$ cat src/rwb_pkg.sv
package rwb_pkg;

  localparam int REG_W = 16;
  localparam int ADDR_W = 8;

  // Register indices; the byte address on the bus is four times the index.
  localparam logic [5:0] IDX_REVISION = 6'h00;
  localparam logic [5:0] IDX_FIRST_ROW = 6'h01;
  localparam logic [5:0] IDX_FIRST_COL = 6'h02;
  localparam logic [5:0] IDX_ROW_COUNT = 6'h03;
  localparam logic [5:0] IDX_COL_COUNT = 6'h04;
  localparam logic [5:0] IDX_LINE_BLANK_ALT = 6'h05;
  localparam logic [5:0] IDX_FRAME_BLANK_ALT = 6'h06;
  localparam logic [5:0] IDX_LINE_BLANK_PRI = 6'h07;
  localparam logic [5:0] IDX_FRAME_BLANK_PRI = 6'h08;
  localparam logic [5:0] IDX_CONTROL = 6'h10;
  localparam logic [5:0] IDX_INTEG_ROWS = 6'h11;
  localparam logic [5:0] IDX_STATUS = 6'h12;

  // Value is arbitrary.
  localparam logic [15:0] REVISION_CODE = 16'h0a5c;

  // Reset values of the buffered window registers, index 8 down to 1.
  localparam logic [8:1][15:0] RST_WINDOW = {16'h0010, 16'h00ae, 16'h0020, 16'h015c,
                                             16'h0640, 16'h04b0, 16'h003c, 16'h001c};
  localparam logic [15:0] RST_CONTROL = 16'h0003;
  localparam logic [15:0] RST_INTEG_ROWS = 16'h04d0;

  localparam logic [15:0] MASK_11 = 16'h07ff;
  localparam logic [15:0] MASK_14 = 16'h3fff;
  localparam logic [15:0] MASK_15 = 16'h7fff;
  localparam logic [15:0] MASK_CONTROL = 16'h8103;
  localparam logic [15:0] MASK_INTEG_ROWS = 16'hffff;

  localparam int CTRL_LINE_SET_BIT = 0;
  localparam int CTRL_FRAME_SET_BIT = 1;
  localparam int CTRL_SHOW_BAD_BIT = 8;
  localparam int CTRL_HOLD_LOAD_BIT = 15;

  // Rows between frame start (first dark row) and the first image row.
  localparam logic [15:0] DARK_LEAD_ROWS = 16'h000a;

  localparam logic [1:0] RESP_OKAY = 2'h0;
  localparam logic [1:0] RESP_SLVERR = 2'h2;

  typedef struct packed {
    logic frameActive;
    logic lineActive;
    logic frameStart;
    logic [10:0] rowAddr;
    logic [10:0] colAddr;
  } rwb_video_t;

  typedef struct packed {
    logic awHeld;
    logic [5:0] awIdx;
    logic wHeld;
    logic [15:0] wData;
    logic [1:0] wStrb;
    logic bValid;
    logic [1:0] bResp;
    logic rValid;
    logic [1:0] rResp;
    logic [31:0] rData;
    logic [8:1][15:0] pend;
    logic [8:1][15:0] live;
    logic [15:0] ctrl;
    logic [15:0] integRows;
    logic [15:0] rowCnt;
    logic [15:0] colCnt;
    logic masked;
    rwb_video_t vid;
  } rwb_state_t;

endpackage

$ cat src/rwb_regs.sv
// How it works
// - First-row field picks first image row.
// - First-column field picks first image column.
// - Row-count rows read; software programs two+.
// - Context bit0 set: alternate line blanking.
// - Context bit0 clear: primary line blanking.
// - Line blanking precedes active pixels.
// - Context bit1 set: alternate frame blanking.
// - Integration rows may stretch frame blanking.
// - Bus hits window pending copy; live loads later.
// - Frame start ten rows before frame active.
// - Masked bad frame holds both actives low.
`timescale 1ns/1ps
module rwb_regs
  import rwb_pkg::*;
(
  input wire logic clk,
  input wire logic srst,
  input wire logic [rwb_pkg::ADDR_W-1:0] s_axi_awaddr,
  input wire logic s_axi_awvalid,
  output logic s_axi_awready,
  input wire logic [31:0] s_axi_wdata,
  input wire logic [3:0] s_axi_wstrb,
  input wire logic s_axi_wvalid,
  output logic s_axi_wready,
  output logic [1:0] s_axi_bresp,
  output logic s_axi_bvalid,
  input wire logic s_axi_bready,
  input wire logic [rwb_pkg::ADDR_W-1:0] s_axi_araddr,
  input wire logic s_axi_arvalid,
  output logic s_axi_arready,
  output logic [31:0] s_axi_rdata,
  output logic [1:0] s_axi_rresp,
  output logic s_axi_rvalid,
  input wire logic s_axi_rready,
  output rwb_pkg::rwb_video_t video
);
  import rwb_pkg::*;

  rwb_state_t s;
  rwb_state_t next_s;
  logic [15:0] lineBlank;
  logic [15:0] frameBlank;
  logic [16:0] rowLen;
  logic [16:0] frameRows;
  logic [16:0] blankedRows;
  logic lastCol;
  logic lastRow;
  logic frameStartEvt;
  logic badChange;
  logic activeRow;

  function automatic logic [15:0] fieldMask(input logic [5:0] idx);
    case (idx)
      IDX_LINE_BLANK_ALT, IDX_LINE_BLANK_PRI: fieldMask = MASK_14;
      IDX_FRAME_BLANK_ALT, IDX_FRAME_BLANK_PRI: fieldMask = MASK_15;
      default: fieldMask = MASK_11;
    endcase
  endfunction

  // Byte lanes 2 and 3 carry nothing, so only the low two strobes matter.
  function automatic logic [15:0] merge(input logic [15:0] old, input logic [15:0] data,
                                        input logic [1:0] strb, input logic [15:0] mask);
    logic [15:0] m;
    m = {strb[1] ? data[15:8] : old[15:8], strb[0] ? data[7:0] : old[7:0]};
    merge = m & mask;
  endfunction

  function automatic logic inWindow(input logic [5:0] idx);
    inWindow = (idx >= IDX_FIRST_ROW) && (idx <= IDX_FRAME_BLANK_PRI);
  endfunction

  assign s_axi_awready = !s.awHeld && !s.bValid;
  assign s_axi_wready = !s.wHeld && !s.bValid;
  assign s_axi_bvalid = s.bValid;
  assign s_axi_bresp = s.bResp;
  assign s_axi_arready = !s.rValid;
  assign s_axi_rvalid = s.rValid;
  assign s_axi_rdata = s.rData;
  assign s_axi_rresp = s.rResp;
  assign video = s.vid;

  // Line blanking chosen by context bit 0.
  assign lineBlank = s.ctrl[CTRL_LINE_SET_BIT] ? s.live[IDX_LINE_BLANK_ALT] : s.live[IDX_LINE_BLANK_PRI];
  // Frame blanking chosen by context bit 1.
  assign frameBlank = s.ctrl[CTRL_FRAME_SET_BIT] ? s.live[IDX_FRAME_BLANK_ALT] : s.live[IDX_FRAME_BLANK_PRI];
  assign rowLen = 17'(lineBlank) + 17'(s.live[IDX_COL_COUNT]);
  // The dark lead rows always fit inside blanking, even for tiny blanking values.
  assign blankedRows = 17'(s.live[IDX_ROW_COUNT])
                       + 17'((frameBlank > DARK_LEAD_ROWS) ? frameBlank : DARK_LEAD_ROWS);
  assign frameRows = (17'(s.integRows) + 17'h00001 > blankedRows) ? 17'(s.integRows) + 17'h00001 : blankedRows;
  // Compare with >= so a shrunken live setting cannot strand the counters.
  assign lastCol = 17'(s.colCnt) + 17'h00001 >= rowLen;
  assign lastRow = 17'(s.rowCnt) + 17'h00001 >= frameRows;
  assign frameStartEvt = lastCol && lastRow;
  // Only changes to maskable window settings spoil a frame.
  assign badChange = (s.pend[IDX_FIRST_ROW] != s.live[IDX_FIRST_ROW])
                     || (s.pend[IDX_FIRST_COL] != s.live[IDX_FIRST_COL])
                     || (s.pend[IDX_ROW_COUNT] != s.live[IDX_ROW_COUNT])
                     || (s.pend[IDX_COL_COUNT] != s.live[IDX_COL_COUNT])
                     || (s.pend[IDX_LINE_BLANK_ALT] != s.live[IDX_LINE_BLANK_ALT])
                     || (s.pend[IDX_LINE_BLANK_PRI] != s.live[IDX_LINE_BLANK_PRI]);
  // Image rows follow the ten dark lead rows.
  assign activeRow = !s.masked && (s.rowCnt >= DARK_LEAD_ROWS)
                     && (17'(s.rowCnt) < 17'(DARK_LEAD_ROWS) + 17'(s.live[IDX_ROW_COUNT]));

  always_comb begin
    logic [15:0] rdVal;
    rdVal = 16'h0000;
    next_s = s;
    if (s_axi_awvalid && s_axi_awready) begin
      next_s.awHeld = 1'b1;
      next_s.awIdx = s_axi_awaddr[7:2];
    end
    if (s_axi_wvalid && s_axi_wready) begin
      next_s.wHeld = 1'b1;
      next_s.wData = s_axi_wdata[15:0];
      next_s.wStrb = s_axi_wstrb[1:0];
    end
    if (s.bValid && s_axi_bready) begin
      next_s.bValid = 1'b0;
    end
    if (s.awHeld && s.wHeld && !s.bValid) begin
      next_s.awHeld = 1'b0;
      next_s.wHeld = 1'b0;
      next_s.bValid = 1'b1;
      next_s.bResp = RESP_OKAY;
      // Window writes land in the pending copy, field bits only; control and integration rows are written directly.
      if (inWindow(s.awIdx)) begin
        next_s.pend[s.awIdx[3:0]] = merge(s.pend[s.awIdx[3:0]], s.wData, s.wStrb, fieldMask(s.awIdx));
      end else if (s.awIdx == IDX_CONTROL) begin
        next_s.ctrl = merge(s.ctrl, s.wData, s.wStrb, MASK_CONTROL);
      end else if (s.awIdx == IDX_INTEG_ROWS) begin
        next_s.integRows = merge(s.integRows, s.wData, s.wStrb, MASK_INTEG_ROWS);
      end else if (s.awIdx != IDX_REVISION && s.awIdx != IDX_STATUS) begin
        next_s.bResp = RESP_SLVERR;
      end
    end
    if (s.rValid && s_axi_rready) begin
      next_s.rValid = 1'b0;
    end
    if (s_axi_arvalid && s_axi_arready) begin
      next_s.rValid = 1'b1;
      next_s.rResp = RESP_OKAY;
      if (inWindow(s_axi_araddr[7:2])) begin
        rdVal = s.pend[s_axi_araddr[5:2]];
      end else begin
        case (s_axi_araddr[7:2])
          IDX_REVISION: rdVal = REVISION_CODE;
          IDX_CONTROL: rdVal = s.ctrl;
          IDX_INTEG_ROWS: rdVal = s.integRows;
          IDX_STATUS: rdVal = {13'h0000, s.masked, s.vid.lineActive, s.vid.frameActive};
          default: next_s.rResp = RESP_SLVERR;
        endcase
      end
      next_s.rData = {16'h0000, rdVal};
    end
    next_s.colCnt = lastCol ? 16'h0000 : s.colCnt + 16'h0001;
    if (lastCol) begin
      next_s.rowCnt = lastRow ? 16'h0000 : s.rowCnt + 16'h0001;
    end
    // Live copy loads when the first dark row begins.
    if (frameStartEvt && !s.ctrl[CTRL_HOLD_LOAD_BIT]) begin
      next_s.live = s.pend;
      // A masked bad frame keeps both actives low for a whole frame.
      next_s.masked = badChange && !s.ctrl[CTRL_SHOW_BAD_BIT];
    end else if (frameStartEvt) begin
      next_s.masked = 1'b0;
    end
    next_s.vid.frameStart = frameStartEvt;
    next_s.vid.frameActive = activeRow;
    // Blanking columns come first in every row.
    next_s.vid.lineActive = activeRow && (s.colCnt >= lineBlank)
                            && (17'(s.colCnt) < rowLen);
    // Addresses count from the first row and column.
    next_s.vid.rowAddr = 11'(s.live[IDX_FIRST_ROW] + s.rowCnt - DARK_LEAD_ROWS);
    next_s.vid.colAddr = 11'(s.live[IDX_FIRST_COL] + s.colCnt - lineBlank);
    if (srst) begin
      next_s = '0;
      next_s.pend = RST_WINDOW;
      next_s.live = RST_WINDOW;
      next_s.ctrl = RST_CONTROL;
      next_s.integRows = RST_INTEG_ROWS;
    end
  end

  always_ff @(posedge clk) begin
    s <= next_s;
  end
endmodule

$ cat config.mk
export PLATFORM = sky130hd
export DESIGN_NAME = rwb_regs
export DESIGN_NICKNAME = d
export VERILOG_FILES = /design/src/rwb_pkg.sv /design/src/rwb_regs.sv
export SDC_FILE = /design/constraint.sdc
export NUM_CORES = 1
export LEC_CHECK = 0
export ABC_AREA = 1
export BUFFER_PORTS_ARGS = -buffer_cell sky130_fd_sc_hd__buf_4
export CORE_ASPECT_RATIO = 0.7
export CORE_MARGIN = 8
export CORE_UTILIZATION = 38
export DETAILED_ROUTE_END_ITERATION = 8
export GPL_TIMING_DRIVEN = 0
export HOLD_SLACK_MARGIN = 0.06
export REMOVE_ABC_BUFFERS = 1
export SETUP_SLACK_MARGIN = 0.2
export SLEW_MARGIN = 20
export SYNTH_ARGS = -nofsm -noshare
export SYNTH_HDL_FRONTEND = slang
export SYNTH_SLANG_ARGS = --single-unit
export TNS_END_PERCENT = 5
$ cat constraint.sdc
create_clock -name clk -period 7.45 [get_ports clk]
set_input_delay 1.49 -clock clk [delete_from_list [all_inputs] [get_ports clk]]
set_output_delay 1.49 -clock clk [all_outputs]
set_load 0.05 [all_outputs]
**Word-level counts from Yosys, hierarchy flattened**

Index checks and enable logic that the tools add are counted.

- Add/subtract/negate cells: 12
- Magnitude comparators: 15
- Equality and inequality tests: 16
- Muxes and demuxes: 31
- Bitwise logic cells: 3
- Reductions and logical operators: 47

Operators with widths:

| kind | count |
|---|---|
| 16-bit two-way mux | 10 |
| 16-bit binary-select mux with 4-bit select | 2 |
| 128-bit bitwise mux | 1 |
| 16-bit inequality test | 6 |
| 16-bit demux with 4-bit select | 1 |
| 16-bit case mux with 4 select lines | 1 |
| 16-bit by 1-bit adder with 17-bit output (second input constant) | 3 |
| 35-bit two-way mux | 1 |
| 16-bit by 16-bit adder with 17-bit output | 2 |
| 17-bit greater-or-equal comparator | 2 |
| 16-bit by 17-bit < comparator with 1-bit output | 2 |
| 16-bit by 1-bit adder with 16-bit output (second input constant) | 2 |
| 6-bit by 5-bit equality test with 1-bit output (second input constant) | 5 |
| 15-bit case mux with 2 select lines | 1 |
| 11-bit adder | 2 |
| 1-bit logical AND | 20 |
| 6-bit by 3-bit equality test with 1-bit output (second input constant) | 3 |
| 4-bit by 16-bit adder with 17-bit output (first input constant) | 1 |
| 17-bit greater-than comparator | 1 |
| 17-bit two-way mux | 1 |
| 16-bit bitwise AND | 1 |
| 16-bit greater-or-equal comparator | 1 |
| 16-bit by 4-bit greater-or-equal comparator with 1-bit output (second input constant) | 1 |
| 16-bit by 4-bit greater-than comparator with 1-bit output (second input constant) | 1 |
| other kinds (23) | 53 |

- Register bits after elaboration: 382
- Output and inout port bits: 66
- Logic and storage cells: 162

**Longest topological paths before layout**

- Depth in word-level cells: 10
- Mapped depth: 46
- Mapped depth without buffers: 42

**Least setup slack after synthesis**

Ideal clock, no wire load.

- Path kind: reg2reg
- Start point: reg s[75] (netlist name)
- End point: reg s[140] (netlist name)
- Setup time: 0.070 ns
- Data arrival time: 5.446 ns
- Setup slack: 1.933 ns
- Stages on the path, launching flop included: 44
- Buffers on the path: 4
- Period minus slack after synthesis: 5.517 ns
- Path through: dfxtp_1 clkbuf_1 nand2_1 o21ai_0 a21oi_1 o2111ai_1 nand2_1 inv_1 ha_1 inv_1 fa_1 nand3b_1 nand2_1 a21boi_0 o21ai_0 nand2_1 nand2_1 xnor2_1 [8 not listed] nand2_4 nand2_4 buf_6 nand2_1 nand2_1 ha_1 nand2_1 nor2_1 nand4_1 nor2_1 nand2_1 nand3_1 nand2_2 nor2_4 buf_6 buf_4 nand2_1 a21oi_1

- Longest elaborated chain between the ends: 9

Ends and longest elaborated chain:

| element | line | RTL |
|---|---|---|
| start, declared | rwb_regs.sv:40 | `rwb_state_t s;` |
| start signal, assigned | rwb_regs.sv:188 | `s <= next_s;` |
| 16-bit two-way mux * | rwb_regs.sv:86 | `assign frameBlank = s.ctrl[CTRL_FRAME_SET_BIT] ? s.live[IDX_FRAME_BLANK_ALT] : s.live[IDX_FRAME_BLANK_PRI];` |
| 16-bit by 4-bit greater-than comparator with 1-bit output | rwb_regs.sv:90 | `+ 17'((frameBlank > DARK_LEAD_ROWS) ? frameBlank : DARK_LEAD_ROWS);` |
| 16-bit two-way mux * | rwb_regs.sv:90 |  |
| 16-bit by 16-bit adder with 17-bit output * | rwb_regs.sv:90 |  |
| 17-bit greater-than comparator | rwb_regs.sv:91 | `assign frameRows = (17'(s.integRows) + 17'h00001 > blankedRows) ? 17'(s.integRows) + 17'h00001 : blankedRows;` |
| 17-bit two-way mux * | rwb_regs.sv:91 |  |
| 17-bit greater-or-equal comparator * | rwb_regs.sv:94 | `assign lastRow = 17'(s.rowCnt) + 17'h00001 >= frameRows;` |
| 1-bit logical AND * | rwb_regs.sv:95 | `assign frameStartEvt = lastCol && lastRow;` |
| 1-bit logical AND * | rwb_regs.sv:163 | `if (frameStartEvt && !s.ctrl[CTRL_HOLD_LOAD_BIT]) begin` |

Mark *: on every way between the ends. The rest lies on a longest branch, timed or not.
A chain may end at the register's enable or synchronous reset.

**Worst setup path in the final report**

- Start point: reg s[75] (netlist name)
- End point: reg s[116] (netlist name)

Same word-level chain as after synthesis.

==> flow_summary.json <==
{
  "fmax_mhz": 149.6,
  "synth_top_cells_by_area": "dfxtp_1 (32%), nand2_1 (14%), ha_1 (8.7%), a21oi_1 (7.7%), inv_1 (7.3%)",
  "tightest_slew_ns": 1.242,
  "min_from": "s[216]$_SDFFE_PP0P_",
  "rsz0062_at_grt": "no",
  "core_sq_um": 59960,
  "post_drt_via_cell_ratio": 5.297,
  "avgSynthCellArea_sq_um": 6.788,
  "synth_top_area_share_pct": 31.57,
  "antenna_left": 0,
  "wl_per_cell_um": 19.44,
  "fp.dieW_um": 310.6,
  "outcome": "complete, no violations",
  "slowest_stage": "dfxtp_4",
  "yosysTopAreaCell": "dfxtp_1",
  "die_y_um": 222.2,
  "numCtsBuffers": 39,
  "fillers": 6375,
  "dr.pass1.iters": 6,
  "rows": 75,
  "worstPathArrival_ns": 7.16,
  "dieArea_sq_um": 69010,
  "grtUsageTotal_pct": 22.63,
  "antenna_cells": 0,
  "synth_cell_type_count": 56,
  "cp.required_ns": 7.93,
  "irDropWorstVdd_v": 0.0001496,
  "relSlewSlack_pct": 16.35,
  "drc": 0,
  "placed_cell_area_sq_um": 23970,
  "rr_worst_depth": 41,
  "cts_max_level": 2,
  "slowest_delay_ns": 0.42,
  "cts.sinks": 364,
  "insertion_delay_ns": 0.58,
  "worstSetupEndpointType": "register",
  "area_growth_pct": 9.958,
  "min_period_over_period_pct": 89.75,
  "synth-edff-count": 0,
  "power.leakage_nw": 11.55,
  "synth_most_common_cell": "nand2_1",
  "path_clk_slew_ns": 0.06,
  "hp-class": "reg -> reg",
  "ctsRootBufferMaster": "clkbuf_16",
  "post-route-min-period_ns": 6.686,
  "instances_no_fill": 4210,
  "start_util_pct": 38.49,
  "place_hpwl_um": 62370,
  "total_power_w": 0.004455,
  "syn_inst": 3400,
  "vias": 22300,
  "grt_pass1_vias": 19890,
  "finalSetupViolations": 0,
  "grt_antenna_before_repair": 2,
  "max-cap-violations": 0,
  "synthArstFlopShare_pct": 0,
  "worstHoldPathCells": 2,
  "whs_ns": 0.4647,
  "final_nets": 3607,
  "yosys_warnings": 0,
  "regToRegEndpoint": "s[116]$_SDFFE_PP0P_",
  "min_to": "s[216]$_SDFFE_PP0P_",
  "wirelength_um": 81860,
  "grt_pass1_wl_um": 123900,
  "seq_area_frac_synth_pct": 31.57,
  "overflow": 0,
  "syn_area_sq_um": 23080,
  "slew_viol_final": 0,
  "path_common_cell": "nand2_1",
  "criticalPathCategory": "reg -> reg",
  "drt-initial-drc-count": 2308,
  "skew_ns": 0.03521,
  "tritoncts": "built",
  "reg2reg_from": "s[75]$_SDFFE_PP1P_",
  "synth_common_cells": "nand2_1 (841), inv_1 (448), dfxtp_1 (364)",
  "holdBufCountCts": 0,
  "ys_ff_latch": 364,
  "path_max_fanout": 28,
  "rrSetupSlack_ns": 0.76,
  "portBuffers": 84,
  "io_pins": 125,
  "clk_path_buf_depth": 3,
  "grt_max_degree": 124,
  "hold_viol": 0,
  "layout-drive-gt1-share_pct": 6.761,
  "yosys_most_used_dff": "dfxtp_1",
  "dp.cells": 4132,
  "design_area_sq_um": 25380,
  "start_kind": "register",
  "globalplace.congestion": 1.013,
  "p_per_area_nw_per_um2": 175.5
}
==> logic make-up (layout without fill, tap and decap cells) <==
kind of cell,Yosys count,after routing,synth area share [%]
other,1,18,0.01625
flip-flops,364,364,31.57
buffers and inverters,649,632,12.16
AO/OA/AOI/OAI,829,829,19.71
adder cells (fa/ha/maj),173,173,9.801
AND/OR/NAND/NOR,1297,1299,23.43
XOR/XNOR,86,86,3.263
multiplexers,1,1,0.04878
==> final cells by class <==
class                      count  area (sq um)  share of cell area, %
clock buffer                  56          1100                  4.333
clock inverter                12         160.2                 0.6310
timing repair buffer         102         918.4                  3.619
inverter                     462          1742                  6.863
sequential                   364          7292                  28.73
multi-input combinational   2406         13160                  51.84
tap                          808          1011                  3.983
==> per-layer routing <==
metal,routed length [um],share of wire [%],up-vias,global-route usage (%)
li1,-,-,11030,-
met1,40620,50,10270,35.09
met2,31060,38,913,30.69
met3,9000,11,88,6.362
met4,1178,1.4,0,3.555
met5,0,0,-,0
==> metrics by stage <==
step,setup WS (ns),util [%],TNS [ns]
3_5_place_dp,-0.4199,39.97,-39.61
6_report,0.7638,42.32,0
2_1_floorplan,0.2792,-,0
4_1_cts,0.3131,42.17,0
3_3_place_gp,-2.839,39.55,-330.70
5_1_grt,0.2071,42.32,0
==> critical path: cells and delay by family (launching register included) <==
family | cells | cell delay, ns
XOR/XNOR | 1 | 0.09
buffers and inverters | 5 | 0.67
AO/OA/AOI/OAI | 6 | 1.18
adder cells (fa/ha/maj) | 4 | 1.18
flip-flops | 1 | 0.42
AND/OR/NAND/NOR | 25 | 2.99
==> placed cells by master (no fill, tap or decap), types with 8 or more instances in the layout <==
cell	instances
a21oi_1	353
buf_4	90
clkbuf_1	11
clkbuf_16	39
conb_1	18
dfxtp_1	362
fa_1	13
ha_1	160
inv_1	447
inv_2	12
nand2_1	839
nand3_1	86
nand3b_1	11
nand4_1	24
nor2_1	223
nor2_2	10
nor2_4	8
nor3_1	58
nor4_1	13
o2111ai_1	16
o211ai_1	34
o21ai_0	272
o21ai_1	30
o221ai_1	8
o22ai_1	55
xnor2_1	27
xor2_1	59
==> where the power goes <==
part	total, W	internal, W	switching [W]
clock network	0.00198	0.00111	0.000876
registers	0.00201	0.00197	0.0000323
logic	0.000464	0.000106	0.000358
==> repair_timing <==
item / in CTS / in global routing
cloned: 2 / 0
pin swaps: 2 / 3
buffers inserted: 3 / 4
endpoints found under the setup margin: 137 / 138
hold endpoints to repair: 0 / 0
gates resized for setup: 2 / 15
==> flip-flops by register name, indices dropped and copies added, names as in the netlist <==
name and count:
s_axi_bresp 1, s_axi_rvalid 1, s 319, video 25
s_axi_bvalid 1, s_axi_rdata 16, s_axi_rresp 1
==> worst max-delay path by stage <==
stage                       start             endpoint  depth (start not counted)
6_report       s[75]$_SDFFE_PP1P_  s[116]$_SDFFE_PP0P_                         41
3_3_place_gp   s[75]$_SDFFE_PP1P_  s[206]$_SDFFE_PP1P_                         36
2_1_floorplan  s[75]$_SDFFE_PP1P_  s[108]$_SDFFE_PP1P_                         34
4_1_cts        s[75]$_SDFFE_PP1P_   s[25]$_SDFFE_PP0P_                         37
3_5_place_dp   s[75]$_SDFFE_PP1P_  s[116]$_SDFFE_PP0P_                         39
5_1_grt        s[75]$_SDFFE_PP1P_  s[139]$_SDFFE_PP0P_                         41
(Power assumes the default switching activity.)
